### config.mk
export PLATFORM = sky130hd
export DESIGN_NAME = command_error_queue
export DESIGN_NICKNAME = d
export VERILOG_FILES = /design/src/err_queue_pkg.sv /design/src/err_detect.sv /design/src/err_beeper.sv /design/src/command_error_queue.sv
export SDC_FILE = /design/constraint.sdc
export NUM_CORES = 1
export LEC_CHECK = 0
export BUFFER_PORTS_ARGS = -buffer_cell sky130_fd_sc_hd__buf_2
export CORE_MARGIN = 10
export CORE_UTILIZATION = 30
export DETAILED_ROUTE_END_ITERATION = 8
export GPL_ROUTABILITY_DRIVEN = 0
export SYNTH_ARGS = -nofsm -noshare
export SYNTH_HDL_FRONTEND = slang
export SYNTH_SLANG_ARGS = --single-unit
### constraint.sdc
create_clock -name sys_clk -period 4.16 [get_ports sys_clk]
set_clock_uncertainty 0.2 [all_clocks]
set_input_delay 1.04 -clock sys_clk [delete_from_list [all_inputs] [get_ports sys_clk]]
set_output_delay 1.04 -clock sys_clk [all_outputs]
set_load 0.01 [all_outputs]
### src/err_queue_pkg.sv
// Package for the command error queue: error codes, message indices, queue sizing, carriers.
// Assumes a single synchronous clock domain; codes are signed 16-bit values.
package err_queue_pkg;

    localparam int          QUEUE_DEPTH   = 10;
    localparam int          PTR_W         = 4;
    localparam int          CNT_W         = 4;
    localparam int          CODE_W        = 16;
    localparam int          MSG_W         = 6;
    localparam int          TEXT_MAX      = 80;
    localparam int          HEADER_MAX    = 12;
    localparam int          SUFFIX_MAX    = 12;
    localparam int          STRING_MAX    = 12;
    localparam int          MANTISSA_MAX  = 255;
    localparam int          LEN_W         = 9;
    localparam int          EVT_N         = 17;
    localparam int          BEEP_NS       = 100;
    localparam int          CLK_NS        = 40;
    localparam int          BEEP_CYC      = (BEEP_NS + CLK_NS - 1) / CLK_NS;

    localparam logic [PTR_W-1:0]  PTR_LAST = 4'(QUEUE_DEPTH - 1);
    localparam logic [CNT_W-1:0]  CNT_FULL = 4'(QUEUE_DEPTH);

    localparam logic signed [CODE_W-1:0] CODE_NONE        = 16'sh0000;
    localparam logic signed [CODE_W-1:0] CODE_GET         = -16'sh0069;
    localparam logic signed [CODE_W-1:0] CODE_PARAM_EXTRA = -16'sh006C;
    localparam logic signed [CODE_W-1:0] CODE_PARAM_MISS  = -16'sh006D;
    localparam logic signed [CODE_W-1:0] CODE_HDR_LONG    = -16'sh0070;
    localparam logic signed [CODE_W-1:0] CODE_DIGITS      = -16'sh007C;
    localparam logic signed [CODE_W-1:0] CODE_SUFFIX_LONG = -16'sh0086;
    localparam logic signed [CODE_W-1:0] CODE_TRIG_IGN    = -16'sh00D3;
    localparam logic signed [CODE_W-1:0] CODE_INIT_IGN    = -16'sh00D5;
    localparam logic signed [CODE_W-1:0] CODE_TRIG_DEAD   = -16'sh00D6;
    localparam logic signed [CODE_W-1:0] CODE_SETTINGS    = -16'sh00DD;
    localparam logic signed [CODE_W-1:0] CODE_TOO_MUCH    = -16'sh00DF;
    localparam logic signed [CODE_W-1:0] CODE_STALE       = -16'sh00E6;
    localparam logic signed [CODE_W-1:0] CODE_OVERFLOW    = -16'sh015E;
    localparam logic signed [CODE_W-1:0] CODE_Q_INTR      = -16'sh019A;
    localparam logic signed [CODE_W-1:0] CODE_Q_UNTERM    = -16'sh01A4;
    localparam logic signed [CODE_W-1:0] CODE_Q_DEAD      = -16'sh01AE;
    localparam logic signed [CODE_W-1:0] CODE_Q_INDEF     = -16'sh01B8;

    typedef enum logic [MSG_W-1:0] {
        MSG_NONE        = 6'h00,
        MSG_GET         = 6'h01,
        MSG_PARAM_EXTRA = 6'h02,
        MSG_PARAM_MISS  = 6'h03,
        MSG_HDR_LONG    = 6'h04,
        MSG_DIGITS      = 6'h05,
        MSG_SUFFIX_LONG = 6'h06,
        MSG_TRIG_IGN    = 6'h07,
        MSG_INIT_IGN    = 6'h08,
        MSG_TRIG_DEAD   = 6'h09,
        MSG_SETTINGS    = 6'h0A,
        MSG_TOO_MUCH    = 6'h0B,
        MSG_STALE       = 6'h0C,
        MSG_OVERFLOW    = 6'h0D,
        MSG_Q_INTR      = 6'h0E,
        MSG_Q_UNTERM    = 6'h0F,
        MSG_Q_DEAD      = 6'h10,
        MSG_Q_INDEF     = 6'h11
    } msg_idx_t;

    typedef struct packed {
        logic signed [CODE_W-1:0] code;
        msg_idx_t                 msg;
    } err_entry_t;

    // Facts about the current command as seen by the parser and executor.
    typedef struct packed {
        logic             valid;
        logic [LEN_W-1:0] header_len;
        logic [LEN_W-1:0] suffix_len;
        logic [LEN_W-1:0] string_len;
        logic             string_limited;
        logic [LEN_W-1:0] mantissa_digits;
        logic             params_extra;
        logic             params_missing;
        logic             get_mid_string;
        logic             trigger;
        logic             initiate;
        logic             read_query;
        logic             limits_set;
        logic             lower_gt_upper;
        logic             fetch_remove;
        logic             data_cmd;
        logic             out_overflow;
        logic             idn_not_last;
    } cmd_info_t;

    // Instrument state relevant to error detection.
    typedef struct packed {
        logic scan_running;
        logic trig_src_bus;
        logic reading_mem_empty;
        logic out_buf_full;
        logic in_buf_full;
        logic talk_addressed;
    } inst_state_t;

    typedef enum logic [1:0] {
        BEEP_IDLE = 2'b00,
        BEEP_ON   = 2'b01
    } beep_state_t;

endpackage

### src/err_detect.sv
// Error detector: turns one command's facts into accept/reject verdicts and error events.
// Assumes cmd is a one-cycle valid pulse with its facts stable in that cycle.
`timescale 1ns/1ps
module err_detect
    import err_queue_pkg::*;
(
    // Command facts
    input  wire cmd_info_t          cmd,
    input  wire inst_state_t        st,
    // Verdicts
    output logic                    reject,
    output logic                    discard_out,
    output logic                    stale_flag,
    output logic                    talk_no_data,
    // Error events
    output logic [EVT_N-1:0]        evt
);

    wire hdr_long    = cmd.header_len > LEN_W'(HEADER_MAX);
    wire suffix_long = cmd.suffix_len > LEN_W'(SUFFIX_MAX);
    wire str_long    = cmd.string_limited && (cmd.string_len > LEN_W'(STRING_MAX));
    wire digits_long = cmd.mantissa_digits > LEN_W'(MANTISSA_MAX);
    wire trig_ign    = cmd.trigger && st.scan_running;
    wire init_ign    = cmd.initiate && st.scan_running;
    wire trig_dead   = cmd.read_query && st.trig_src_bus;
    wire limits_bad  = cmd.limits_set && cmd.lower_gt_upper;
    wire stale       = cmd.fetch_remove && st.reading_mem_empty;
    wire q_intr      = cmd.data_cmd && st.out_buf_full;
    wire q_dead      = cmd.out_overflow && st.in_buf_full;

    // Event order matches the message table order, lowest index first.
    assign evt[0]  = cmd.valid && cmd.get_mid_string;
    assign evt[1]  = cmd.valid && cmd.params_extra;
    assign evt[2]  = cmd.valid && cmd.params_missing;
    assign evt[3]  = cmd.valid && hdr_long;
    assign evt[4]  = cmd.valid && digits_long;
    assign evt[5]  = cmd.valid && suffix_long;
    assign evt[6]  = cmd.valid && trig_ign;
    assign evt[7]  = cmd.valid && init_ign;
    assign evt[8]  = cmd.valid && trig_dead;
    assign evt[9]  = cmd.valid && limits_bad;
    assign evt[10] = cmd.valid && str_long;
    assign evt[11] = cmd.valid && stale;
    assign evt[12] = 1'b0;
    assign evt[13] = cmd.valid && q_intr;
    assign evt[14] = st.talk_addressed && !cmd.valid && !st.out_buf_full;
    assign evt[15] = cmd.valid && q_dead;
    assign evt[16] = cmd.valid && cmd.idn_not_last;

    assign reject       = cmd.valid && (cmd.get_mid_string || cmd.params_extra
                          || cmd.params_missing || hdr_long || digits_long || suffix_long
                          || trig_ign || init_ign || limits_bad || str_long || q_intr);
    assign discard_out  = cmd.valid && q_dead;
    assign stale_flag   = cmd.valid && stale;
    assign talk_no_data = evt[14];

endmodule

### src/err_beeper.sv
// Beeper: one fixed-length beep pulse per generated error; retriggers restart it.
// Assumes new_err is a one-cycle pulse per stored or discarded error.
`timescale 1ns/1ps
module err_beeper
    import err_queue_pkg::*;
(
    // Clock and reset
    input  wire logic sys_clk,
    input  wire logic nrst,
    // Event and output
    input  wire logic new_err,
    output logic      beep
);

    beep_state_t     state_q;
    beep_state_t     state_d;
    logic [3:0]      cnt_q;
    logic [3:0]      cnt_d;

    wire cnt_done = cnt_q == 4'(BEEP_CYC - 1);

    always_comb begin
        state_d = state_q;
        cnt_d   = cnt_q;
        case (state_q)
            BEEP_IDLE: begin
                if (new_err) begin
                    state_d = BEEP_ON;
                    cnt_d   = 4'h0;
                end
            end
            BEEP_ON: begin
                if (new_err) begin
                    cnt_d = 4'h0;
                end else if (cnt_done) begin
                    state_d = BEEP_IDLE;
                end else begin
                    cnt_d = cnt_q + 4'h1;
                end
            end
            default: state_d = BEEP_IDLE;
        endcase
    end

    always_ff @(posedge sys_clk or negedge nrst) begin
        if (!nrst) begin
            state_q <= BEEP_IDLE;
            cnt_q   <= 4'h0;
        end else begin
            state_q <= state_d;
            cnt_q   <= cnt_d;
        end
    end

    assign beep = state_q == BEEP_ON;

endmodule

### src/command_error_queue.sv
// Command error queue: detects command errors, queues them oldest first, reports on read.
// Assumes synchronous inputs on sys_clk; host interface logic drives the pulses below.
`timescale 1ns/1ps
module command_error_queue
    import err_queue_pkg::*;
(
    // Clock and reset
    input  wire logic        sys_clk,
    input  wire logic        nrst,
    // Command facts from the parser and executor
    input  wire cmd_info_t   cmd,
    input  wire inst_state_t st,
    // Common commands
    input  wire logic        clear_status,
    input  wire logic        factory_reset,
    input  wire logic        preset,
    // Error read request
    input  wire logic        err_read,
    // Error read answer
    output logic             rd_valid,
    output err_entry_t       rd_entry,
    // Command verdicts
    output logic             cmd_reject,
    output logic             out_discard,
    output logic             data_stale,
    output logic             talk_suppress,
    // Front panel
    output logic             err_lamp,
    output logic             beep,
    output logic [CNT_W-1:0] err_count
);

    err_entry_t             mem_q [QUEUE_DEPTH];
    logic [PTR_W-1:0]       rd_ptr_q;
    logic [PTR_W-1:0]       wr_ptr_q;
    logic [CNT_W-1:0]       cnt_q;
    logic                   ovf_q;
    logic                   rd_valid_q;
    err_entry_t             rd_entry_q;
    logic [EVT_N-1:0]       evt;
    logic                   cmd_reject_w;
    logic                   out_discard_w;
    logic                   stale_w;
    logic                   talk_w;
    err_entry_t             new_entry;
    logic                   new_err;

    err_detect u_detect (
        .cmd         (cmd),
        .st          (st),
        .reject      (cmd_reject_w),
        .discard_out (out_discard_w),
        .stale_flag  (stale_w),
        .talk_no_data(talk_w),
        .evt         (evt)
    );

    // Codes per event, same order as the detector's event vector.
    function automatic err_entry_t entry_of(input int i);
        err_entry_t e;
        e.code = CODE_NONE;
        e.msg  = MSG_NONE;
        case (i)
            0:  begin e.code = CODE_GET;         e.msg = MSG_GET;         end
            1:  begin e.code = CODE_PARAM_EXTRA; e.msg = MSG_PARAM_EXTRA; end
            2:  begin e.code = CODE_PARAM_MISS;  e.msg = MSG_PARAM_MISS;  end
            3:  begin e.code = CODE_HDR_LONG;    e.msg = MSG_HDR_LONG;    end
            4:  begin e.code = CODE_DIGITS;      e.msg = MSG_DIGITS;      end
            5:  begin e.code = CODE_SUFFIX_LONG; e.msg = MSG_SUFFIX_LONG; end
            6:  begin e.code = CODE_TRIG_IGN;    e.msg = MSG_TRIG_IGN;    end
            7:  begin e.code = CODE_INIT_IGN;    e.msg = MSG_INIT_IGN;    end
            8:  begin e.code = CODE_TRIG_DEAD;   e.msg = MSG_TRIG_DEAD;   end
            9:  begin e.code = CODE_SETTINGS;    e.msg = MSG_SETTINGS;    end
            10: begin e.code = CODE_TOO_MUCH;    e.msg = MSG_TOO_MUCH;    end
            11: begin e.code = CODE_STALE;       e.msg = MSG_STALE;       end
            13: begin e.code = CODE_Q_INTR;      e.msg = MSG_Q_INTR;      end
            14: begin e.code = CODE_Q_UNTERM;    e.msg = MSG_Q_UNTERM;    end
            15: begin e.code = CODE_Q_DEAD;      e.msg = MSG_Q_DEAD;      end
            16: begin e.code = CODE_Q_INDEF;     e.msg = MSG_Q_INDEF;     end
            default: begin e.code = CODE_NONE;   e.msg = MSG_NONE;        end
        endcase
        return e;
    endfunction

    // Only one error is recorded per cycle; the lowest event index wins. A command
    // carrying several faults reports the first, which keeps the queue single-ported.
    always_comb begin
        new_entry = '0;
        for (int i = EVT_N - 1; i >= 0; i--) begin
            if (evt[i]) begin
                new_entry = entry_of(i);
            end
        end
    end

    assign new_err = |evt;

    wire clear_q   = clear_status;
    wire q_empty   = cnt_q == '0;
    wire q_full    = cnt_q == CNT_FULL;
    wire do_read   = err_read && !q_empty && !clear_q;
    // Room freed by a read in the same cycle lets a new error in, except while the overflow mark is set.
    wire do_push   = new_err && !clear_q && (!q_full || do_read) && !ovf_q;
    wire do_ovf    = new_err && !clear_q && q_full && !do_read && !ovf_q;
    wire [PTR_W-1:0] wr_next  = (wr_ptr_q == PTR_LAST) ? '0 : wr_ptr_q + 4'h1;
    wire [PTR_W-1:0] rd_next  = (rd_ptr_q == PTR_LAST) ? '0 : rd_ptr_q + 4'h1;
    wire [PTR_W-1:0] newest   = (wr_ptr_q == '0) ? PTR_LAST : wr_ptr_q - 4'h1;

    always_ff @(posedge sys_clk) begin
        if (do_push) begin
            mem_q[wr_ptr_q] <= new_entry;
        end else if (do_ovf) begin
            mem_q[newest] <= '{code: CODE_OVERFLOW, msg: MSG_OVERFLOW};
        end
    end

    always_ff @(posedge sys_clk or negedge nrst) begin
        if (!nrst) begin
            rd_ptr_q <= '0;
            wr_ptr_q <= '0;
            cnt_q    <= '0;
            ovf_q    <= 1'b0;
        end else if (clear_q) begin
            rd_ptr_q <= '0;
            wr_ptr_q <= '0;
            cnt_q    <= '0;
            ovf_q    <= 1'b0;
        end else begin
            if (do_read) begin
                rd_ptr_q <= rd_next;
            end
            if (do_push) begin
                wr_ptr_q <= wr_next;
            end
            cnt_q <= cnt_q + CNT_W'(do_push) - CNT_W'(do_read);
            if (do_ovf) begin
                ovf_q <= 1'b1;
            end else if (do_read) begin
                ovf_q <= 1'b0;
            end
        end
    end

    always_ff @(posedge sys_clk or negedge nrst) begin
        if (!nrst) begin
            rd_valid_q <= 1'b0;
            rd_entry_q <= '0;
        end else begin
            rd_valid_q <= err_read;
            if (err_read) begin
                rd_entry_q <= do_read ? mem_q[rd_ptr_q]
                                      : '{code: CODE_NONE, msg: MSG_NONE};
            end
        end
    end

    err_beeper u_beeper (
        .sys_clk(sys_clk),
        .nrst   (nrst),
        .new_err(new_err),
        .beep   (beep)
    );

    // Text for each message index is held by the formatter outside; it uses
    // code, a comma and the quoted text of at most TEXT_MAX characters.
    assign rd_valid      = rd_valid_q;
    assign rd_entry      = rd_entry_q;
    assign err_lamp      = !q_empty;
    assign err_count     = cnt_q;
    assign cmd_reject    = cmd_reject_w;
    assign out_discard   = out_discard_w;
    assign data_stale    = stale_w;
    assign talk_suppress = talk_w;

    property p_fifo_order;
        @(posedge sys_clk) disable iff (!nrst)
        do_read |=> rd_entry.code == $past(mem_q[rd_ptr_q].code);
    endproperty
    a_fifo_order: assert property (p_fifo_order) else $error("Read not oldest.");

    property p_lamp_off;
        @(posedge sys_clk) disable iff (!nrst)
        (cnt_q == 4'h1 && do_read && !do_push) |=> !err_lamp;
    endproperty
    a_lamp_off: assert property (p_lamp_off) else $error("Lamp stayed on.");

    property p_beep;
        @(posedge sys_clk) disable iff (!nrst)
        new_err |=> beep;
    endproperty
    a_beep: assert property (p_beep) else $error("No beep on error.");

    property p_overflow;
        @(posedge sys_clk) disable iff (!nrst)
        do_ovf |=> ovf_q && cnt_q == CNT_FULL && mem_q[$past(newest)].code == CODE_OVERFLOW;
    endproperty
    a_overflow: assert property (p_overflow) else $error("Overflow not marked.");

    property p_empty_read;
        @(posedge sys_clk) disable iff (!nrst)
        (err_read && q_empty) |=> rd_valid && rd_entry.code == CODE_NONE;
    endproperty
    a_empty_read: assert property (p_empty_read) else $error("Empty read wrong.");

    property p_clear;
        @(posedge sys_clk) disable iff (!nrst)
        clear_status |=> cnt_q == '0 && !err_lamp;
    endproperty
    a_clear: assert property (p_clear) else $error("Clear did not empty.");

    property p_keep_on_reset;
        @(posedge sys_clk) disable iff (!nrst)
        ((factory_reset || preset) && !clear_status && !err_read && !new_err)
            |=> cnt_q == $past(cnt_q);
    endproperty
    a_keep_on_reset: assert property (p_keep_on_reset) else $error("Queue lost.");

    property p_hdr_long;
        @(posedge sys_clk) disable iff (!nrst)
        (cmd.valid && cmd.header_len > LEN_W'(HEADER_MAX)) |-> cmd_reject && evt[3];
    endproperty
    a_hdr_long: assert property (p_hdr_long) else $error("Long header accepted.");

    property p_push_count;
        @(posedge sys_clk) disable iff (!nrst)
        (do_push && !do_read && !clear_q) |=> cnt_q == $past(cnt_q) + 4'h1;
    endproperty
    a_push_count: assert property (p_push_count) else $error("Push lost.");

    property p_lamp_on;
        @(posedge sys_clk) disable iff (!nrst)
        do_push |=> err_lamp;
    endproperty
    a_lamp_on: assert property (p_lamp_on) else $error("Lamp off after error.");

    property p_pop_count;
        @(posedge sys_clk) disable iff (!nrst)
        (do_read && !do_push) |=> cnt_q == $past(cnt_q) - 4'h1;
    endproperty
    a_pop_count: assert property (p_pop_count) else $error("Read did not remove.");

    property p_count_max;
        @(posedge sys_clk) disable iff (!nrst)
        cnt_q <= CNT_FULL;
    endproperty
    a_count_max: assert property (p_count_max) else $error("Queue over ten.");

    property p_ovf_hold;
        @(posedge sys_clk) disable iff (!nrst)
        (ovf_q && !do_read && !clear_q) |=> ovf_q && cnt_q == $past(cnt_q);
    endproperty
    a_ovf_hold: assert property (p_ovf_hold) else $error("Overflow mark lost.");

    property p_ovf_discard;
        @(posedge sys_clk) disable iff (!nrst)
        (ovf_q && new_err && !clear_q) |=> wr_ptr_q == $past(wr_ptr_q);
    endproperty
    a_ovf_discard: assert property (p_ovf_discard) else $error("Stored in overflow.");

    property p_push_entry;
        @(posedge sys_clk) disable iff (!nrst)
        do_push |=> mem_q[$past(wr_ptr_q)] == $past(new_entry);
    endproperty
    a_push_entry: assert property (p_push_entry) else $error("Entry not stored.");

    property p_read_valid;
        @(posedge sys_clk) disable iff (!nrst)
        err_read |=> rd_valid;
    endproperty
    a_read_valid: assert property (p_read_valid) else $error("Read not answered.");

    property p_entry_hold;
        @(posedge sys_clk) disable iff (!nrst)
        !err_read |=> $stable(rd_entry);
    endproperty
    a_entry_hold: assert property (p_entry_hold) else $error("Answer changed.");

    property p_beep_len;
        @(posedge sys_clk) disable iff (!nrst)
        new_err |=> beep [*3];
    endproperty
    a_beep_len: assert property (p_beep_len) else $error("Beep too short.");

    property p_beep_end;
        @(posedge sys_clk) disable iff (!nrst)
        (!new_err) [*3] |=> !beep;
    endproperty
    a_beep_end: assert property (p_beep_end) else $error("Beep did not end.");

    property p_suffix_long;
        @(posedge sys_clk) disable iff (!nrst)
        (cmd.valid && cmd.suffix_len > LEN_W'(SUFFIX_MAX)) |-> cmd_reject && new_err;
    endproperty
    a_suffix_long: assert property (p_suffix_long) else $error("Long suffix run.");

    property p_str_long;
        @(posedge sys_clk) disable iff (!nrst)
        (cmd.valid && cmd.string_limited && cmd.string_len > LEN_W'(STRING_MAX)) |-> cmd_reject;
    endproperty
    a_str_long: assert property (p_str_long) else $error("Long string run.");

    property p_init_busy;
        @(posedge sys_clk) disable iff (!nrst)
        (cmd.valid && cmd.initiate && st.scan_running) |-> cmd_reject && new_err;
    endproperty
    a_init_busy: assert property (p_init_busy) else $error("Initiate run in scan.");

    property p_stale;
        @(posedge sys_clk) disable iff (!nrst)
        (cmd.valid && cmd.fetch_remove && st.reading_mem_empty) |-> data_stale && new_err;
    endproperty
    a_stale: assert property (p_stale) else $error("Stale data not flagged.");

    property p_discard;
        @(posedge sys_clk) disable iff (!nrst)
        (cmd.valid && cmd.out_overflow && st.in_buf_full) |-> out_discard && new_err;
    endproperty
    a_discard: assert property (p_discard) else $error("Output not dropped.");

    property p_talk;
        @(posedge sys_clk) disable iff (!nrst)
        (st.talk_addressed && !cmd.valid && !st.out_buf_full) |-> talk_suppress && new_err;
    endproperty
    a_talk: assert property (p_talk) else $error("Talk without data missed.");

endmodule

==> impl_results.md <==
- Outcome: finished clean
- Startpoint type of the worst setup path: input pin
- Max Clk Rate: 258 MHz
- CTS tree: done
- Post-CTS Hold Buffers: 0
- Total Routing Usage GR: 0.116
- CTS Sinks: 184
- Simple-Gate Fraction of Synth Area: 0.0845
- Final Power: around 5.0 mW
- Port Buffers: 83
- Library cells used by synthesis: 76
- Kind of critical path: in2out
- Final setup vio count: 0
- Post-CTS sizing: 0
- Maximum VDD drop: between 0.2 and 0.3 mV
- Clock Latency Late Sink: 0.44 ns
- Synth top area share: 0.528
- Crit-path max FO: 5
- Top cell family by delay on the critical path: simple AND/OR/NAND/NOR gates
- Worst slew pin tran: 1.13 ns
- Int Pwr: 3.48 mW
- Mux contribution to synthesized area: 0.101
- Syn Area/Cell: about 14 um^2
- Wire per inst: 18.4 um
- Area contributors post-synth: edfxtp_1 53%, dfrtp_1 10%, mux4_2 7.9%
- Worst Setup End Kind: output port
- First DRT Iteration DRCs: 545
- Delay of the slowest critical-path stage: 0.54 ns
- Final hold violation count: 0
- Main combinational cell family by area after synthesis: compound AO/OA/AOI/OAI gates
- Die Wd: between 150 and 200 um
- Fin. max-slew vios: 0
- FF+latch count, synth: 184
- Sum Neg Setup Slack: 0 ns
- Nets@finish: approximately 770
- Fin crit share: 0.933
- Comb pwr share: 0.220
- DP HPWL: 13,100 um
- Vias: ~5,300
- Placed cell area: 0.00955 mm^2
- Final core occ: 0.364
- Post-synthesis compound-gate area fraction: 0.125
- Leak: 3.71 nW
- Placed Cells: 1,049
- Dominant synthesized flop cell: edfxtp_1
- Pin count of the biggest net entering global routing: between 50 and 60
- Boundary Pins: 95
- CP required: 2.92 ns
- Max-slew headroom: 0.247
- Top cell type by total area after synthesis: edfxtp_1
- Initial core utilization: 0.305
- Clock tree buffer depth: 2
- Post-Place Setup Slack: 0.228 ns
- Hold Startpoint: rd_entry[13]$_DFFE_PN0P_
- Post-CTS Repair Setup Buffers: 0
- Adder-cell share of the synthesized area: 0.0229
- Post-synthesis xor/xnor area fraction: 0.00513
- Final Critical Period: 3.88 ns
- Root buf cell: clkbuf_16
- First-pass GRT wire length: 32,000 um
- Worst hold-check path type: reg2reg
- Row count: 61
- ANT nets after route: 0
- Count of flip-flops with a built-in enable after synthesis: 150
- Total of max-cap violations: 0
- Sequential power share: 0.450
- PwrDens: 487 mW/mm^2
- Worst Path Arrival: 2.64 ns
- Crit path max-delay cell type: or4_4
- FILL cells: 2,696
- Fraction of layout cells with a size suffix above 1: 0.296
- Die area: 0.0356 mm^2
- Number of buffers and inverters on the critical path: 2
- Final setup margin: 0.280 ns
- Net Count, Synth: approximately 670
- Worst-path clk slew: 0.08 ns
- DR pass1 iterations: 5
- Synth async-reset ratio: 0.185
- Overflow after GRT: 0
- Routed WL: 20,000 um
- Final Instance Area: 0.0102 mm^2
- Number of global-route vias before repair: 5,612
- Ys Warns: 0
- Hold Slack: between 0.3 and 0.4 ns
- Core area: 0.0279 mm^2
- Crit path top cell by count: buf_2
- Crit. Startpoint: cmd[30]
- Area Growth Syn to Fin: 19.3%
- Post-Syn Instances: 591
- P_sw: 1.48 mW
- DRC viols: 0
- RSZ-0062 raised after global routing: no
- H-tree levels: 4
- Switching Fraction: 0.299
- Initial antenna violation count: 3
- R2R Path Start: wr_ptr_q[1]$_DFFE_PN0P_
- Chip height: 189 um
- Vias per cell: 4.91
- Clock power frac: 0.330
- Finished Layout Cells: 1,083
- Synthesized area: 0.00853 mm^2
- TritonCTS Buffers: 17
- Sequential fraction of the synthesis area: 0.628
- CP Cell Sequence: buf_2 -> or4_4 -> o31ai_4 -> nand2_1 -> nor3_1 -> a41oi_1 -> buf_2
-- routing by layer --
metal  routed length, um  vias to the layer above  track usage
met1                8620                     2632        0.142
met5                   7                        -            0
met2                9850                      145        0.193
met3                1250                       17       0.0314
met4                 227                        2       0.0388
li1                    -                     2524            -
-- power by group through the flow --
stage          clock [mW]  combinational, mW  sequential, mW
6_report             1.64               1.09            2.23
5_1_grt              1.75               1.22            2.25
3_5_place_dp            0               1.11            2.27
3_3_place_gp            0               1.10            2.27
4_1_cts              1.67               1.12            2.23
2_1_floorplan           0              0.766            2.26
-- state kept, by name (all words and copies together), names as in the netlist --
register,cells
err_count,4
rd_ptr_q,4
wr_ptr_q,4
rd_entry,15
u_beeper.cnt_q,4
mem_q,150
u_beeper.state_q,1
rd_valid,1
ovf_q,1
-- cell usage in the layout, fill, tap and decap left out, drive strengths merged, types with 11 or more instances in the layout --
master	Yosys	routed
mux2i	19	19
buf	17	116
ha	14	14
nor2b	17	17
dfrtp	34	34
mux4	30	30
a211oi	17	17
a22o	17	17
nor3	17	17
a21oi	36	36
clkbuf	19	17
o21ai	14	14
nand2	33	33
nor2	29	29
nand3	11	11
edfxtp	150	150
inv	22	29
-- cell type report --
type / count / area (um^2) / share of cell area
diodes: 2 / 5.00 / 0.000492
clock buffers: 17 / 425 / 0.0418
clock inverters: 15 / 195 / 0.0192
inverters: 22 / 82.6 / 0.00812
multi-input cells: 349 / 2960 / 0.291
flip-flops and latches: 184 / 5360 / 0.527
well taps: 378 / 473 / 0.0465
repair buffers: 116 / 676 / 0.0664
-- logic make-up after synthesis --
group | after synthesis
xor gates and xnor gates | 5
other | 1
DFF | 184
buffers and inverters | 58
and+or+nand+nor | 138
adders and majority gates | 15
muxes | 49
AOI/OAI and AO/OA | 141
-- path summary, 6_finish.rpt --
| check | endpoint | slack [ns] | cells after the start |
|---|---|---|---|
| setup / recovery | cmd_reject | 0.28 | 7 |
| min in group asynchronous | err_count[1]$_DFF_PN0_ | 0.52 | 1 |
| max in group asynchronous | rd_ptr_q[1]$_DFFE_PN0P_ | 2.64 | 1 |
| hold / removal | rd_entry[13]$_DFFE_PN0P_ | 0.31 | 1 |
| hold reg to reg | rd_entry[13]$_DFFE_PN0P_ | 0.31 | 1 |
| setup reg to reg | mem_q[9][11]$_DFFE_PP_ | 0.69 | 7 |
-- cells in the mapped netlist, types with 4 or more instances --
master / number
edfxtp_1: 150
a21oi_1: 35
dfrtp_1: 34
nand2_1: 33
mux4_2: 30
nor2_1: 29
inv_1: 22
mux2i_1: 19
clkbuf_1: 18
a211oi_1: 17
a22o_1: 17
nor2b_1: 17
nor3_1: 17
ha_1: 14
o21ai_0: 12
nand3_1: 10
buf_4: 7
a21o_1: 5
buf_2: 5
nand2b_1: 5
o211ai_1: 5
o31ai_1: 5
a31oi_1: 4
a41oi_1: 4
buf_6: 4
o211a_1: 4
xnor2_1: 4
-- worst reg2reg max path, stage by stage, from the launching register on --
cell and delay [ns]:
dfrtp_1 0.53, inv_1 0.17, ha_1 0.28, or3_1 0.32, a2111oi_0 0.41, a21oi_1 0.07, o22a_1 0.28, nor3_4 0.84
No activity file was read; power rests on OpenSTA's default activity.
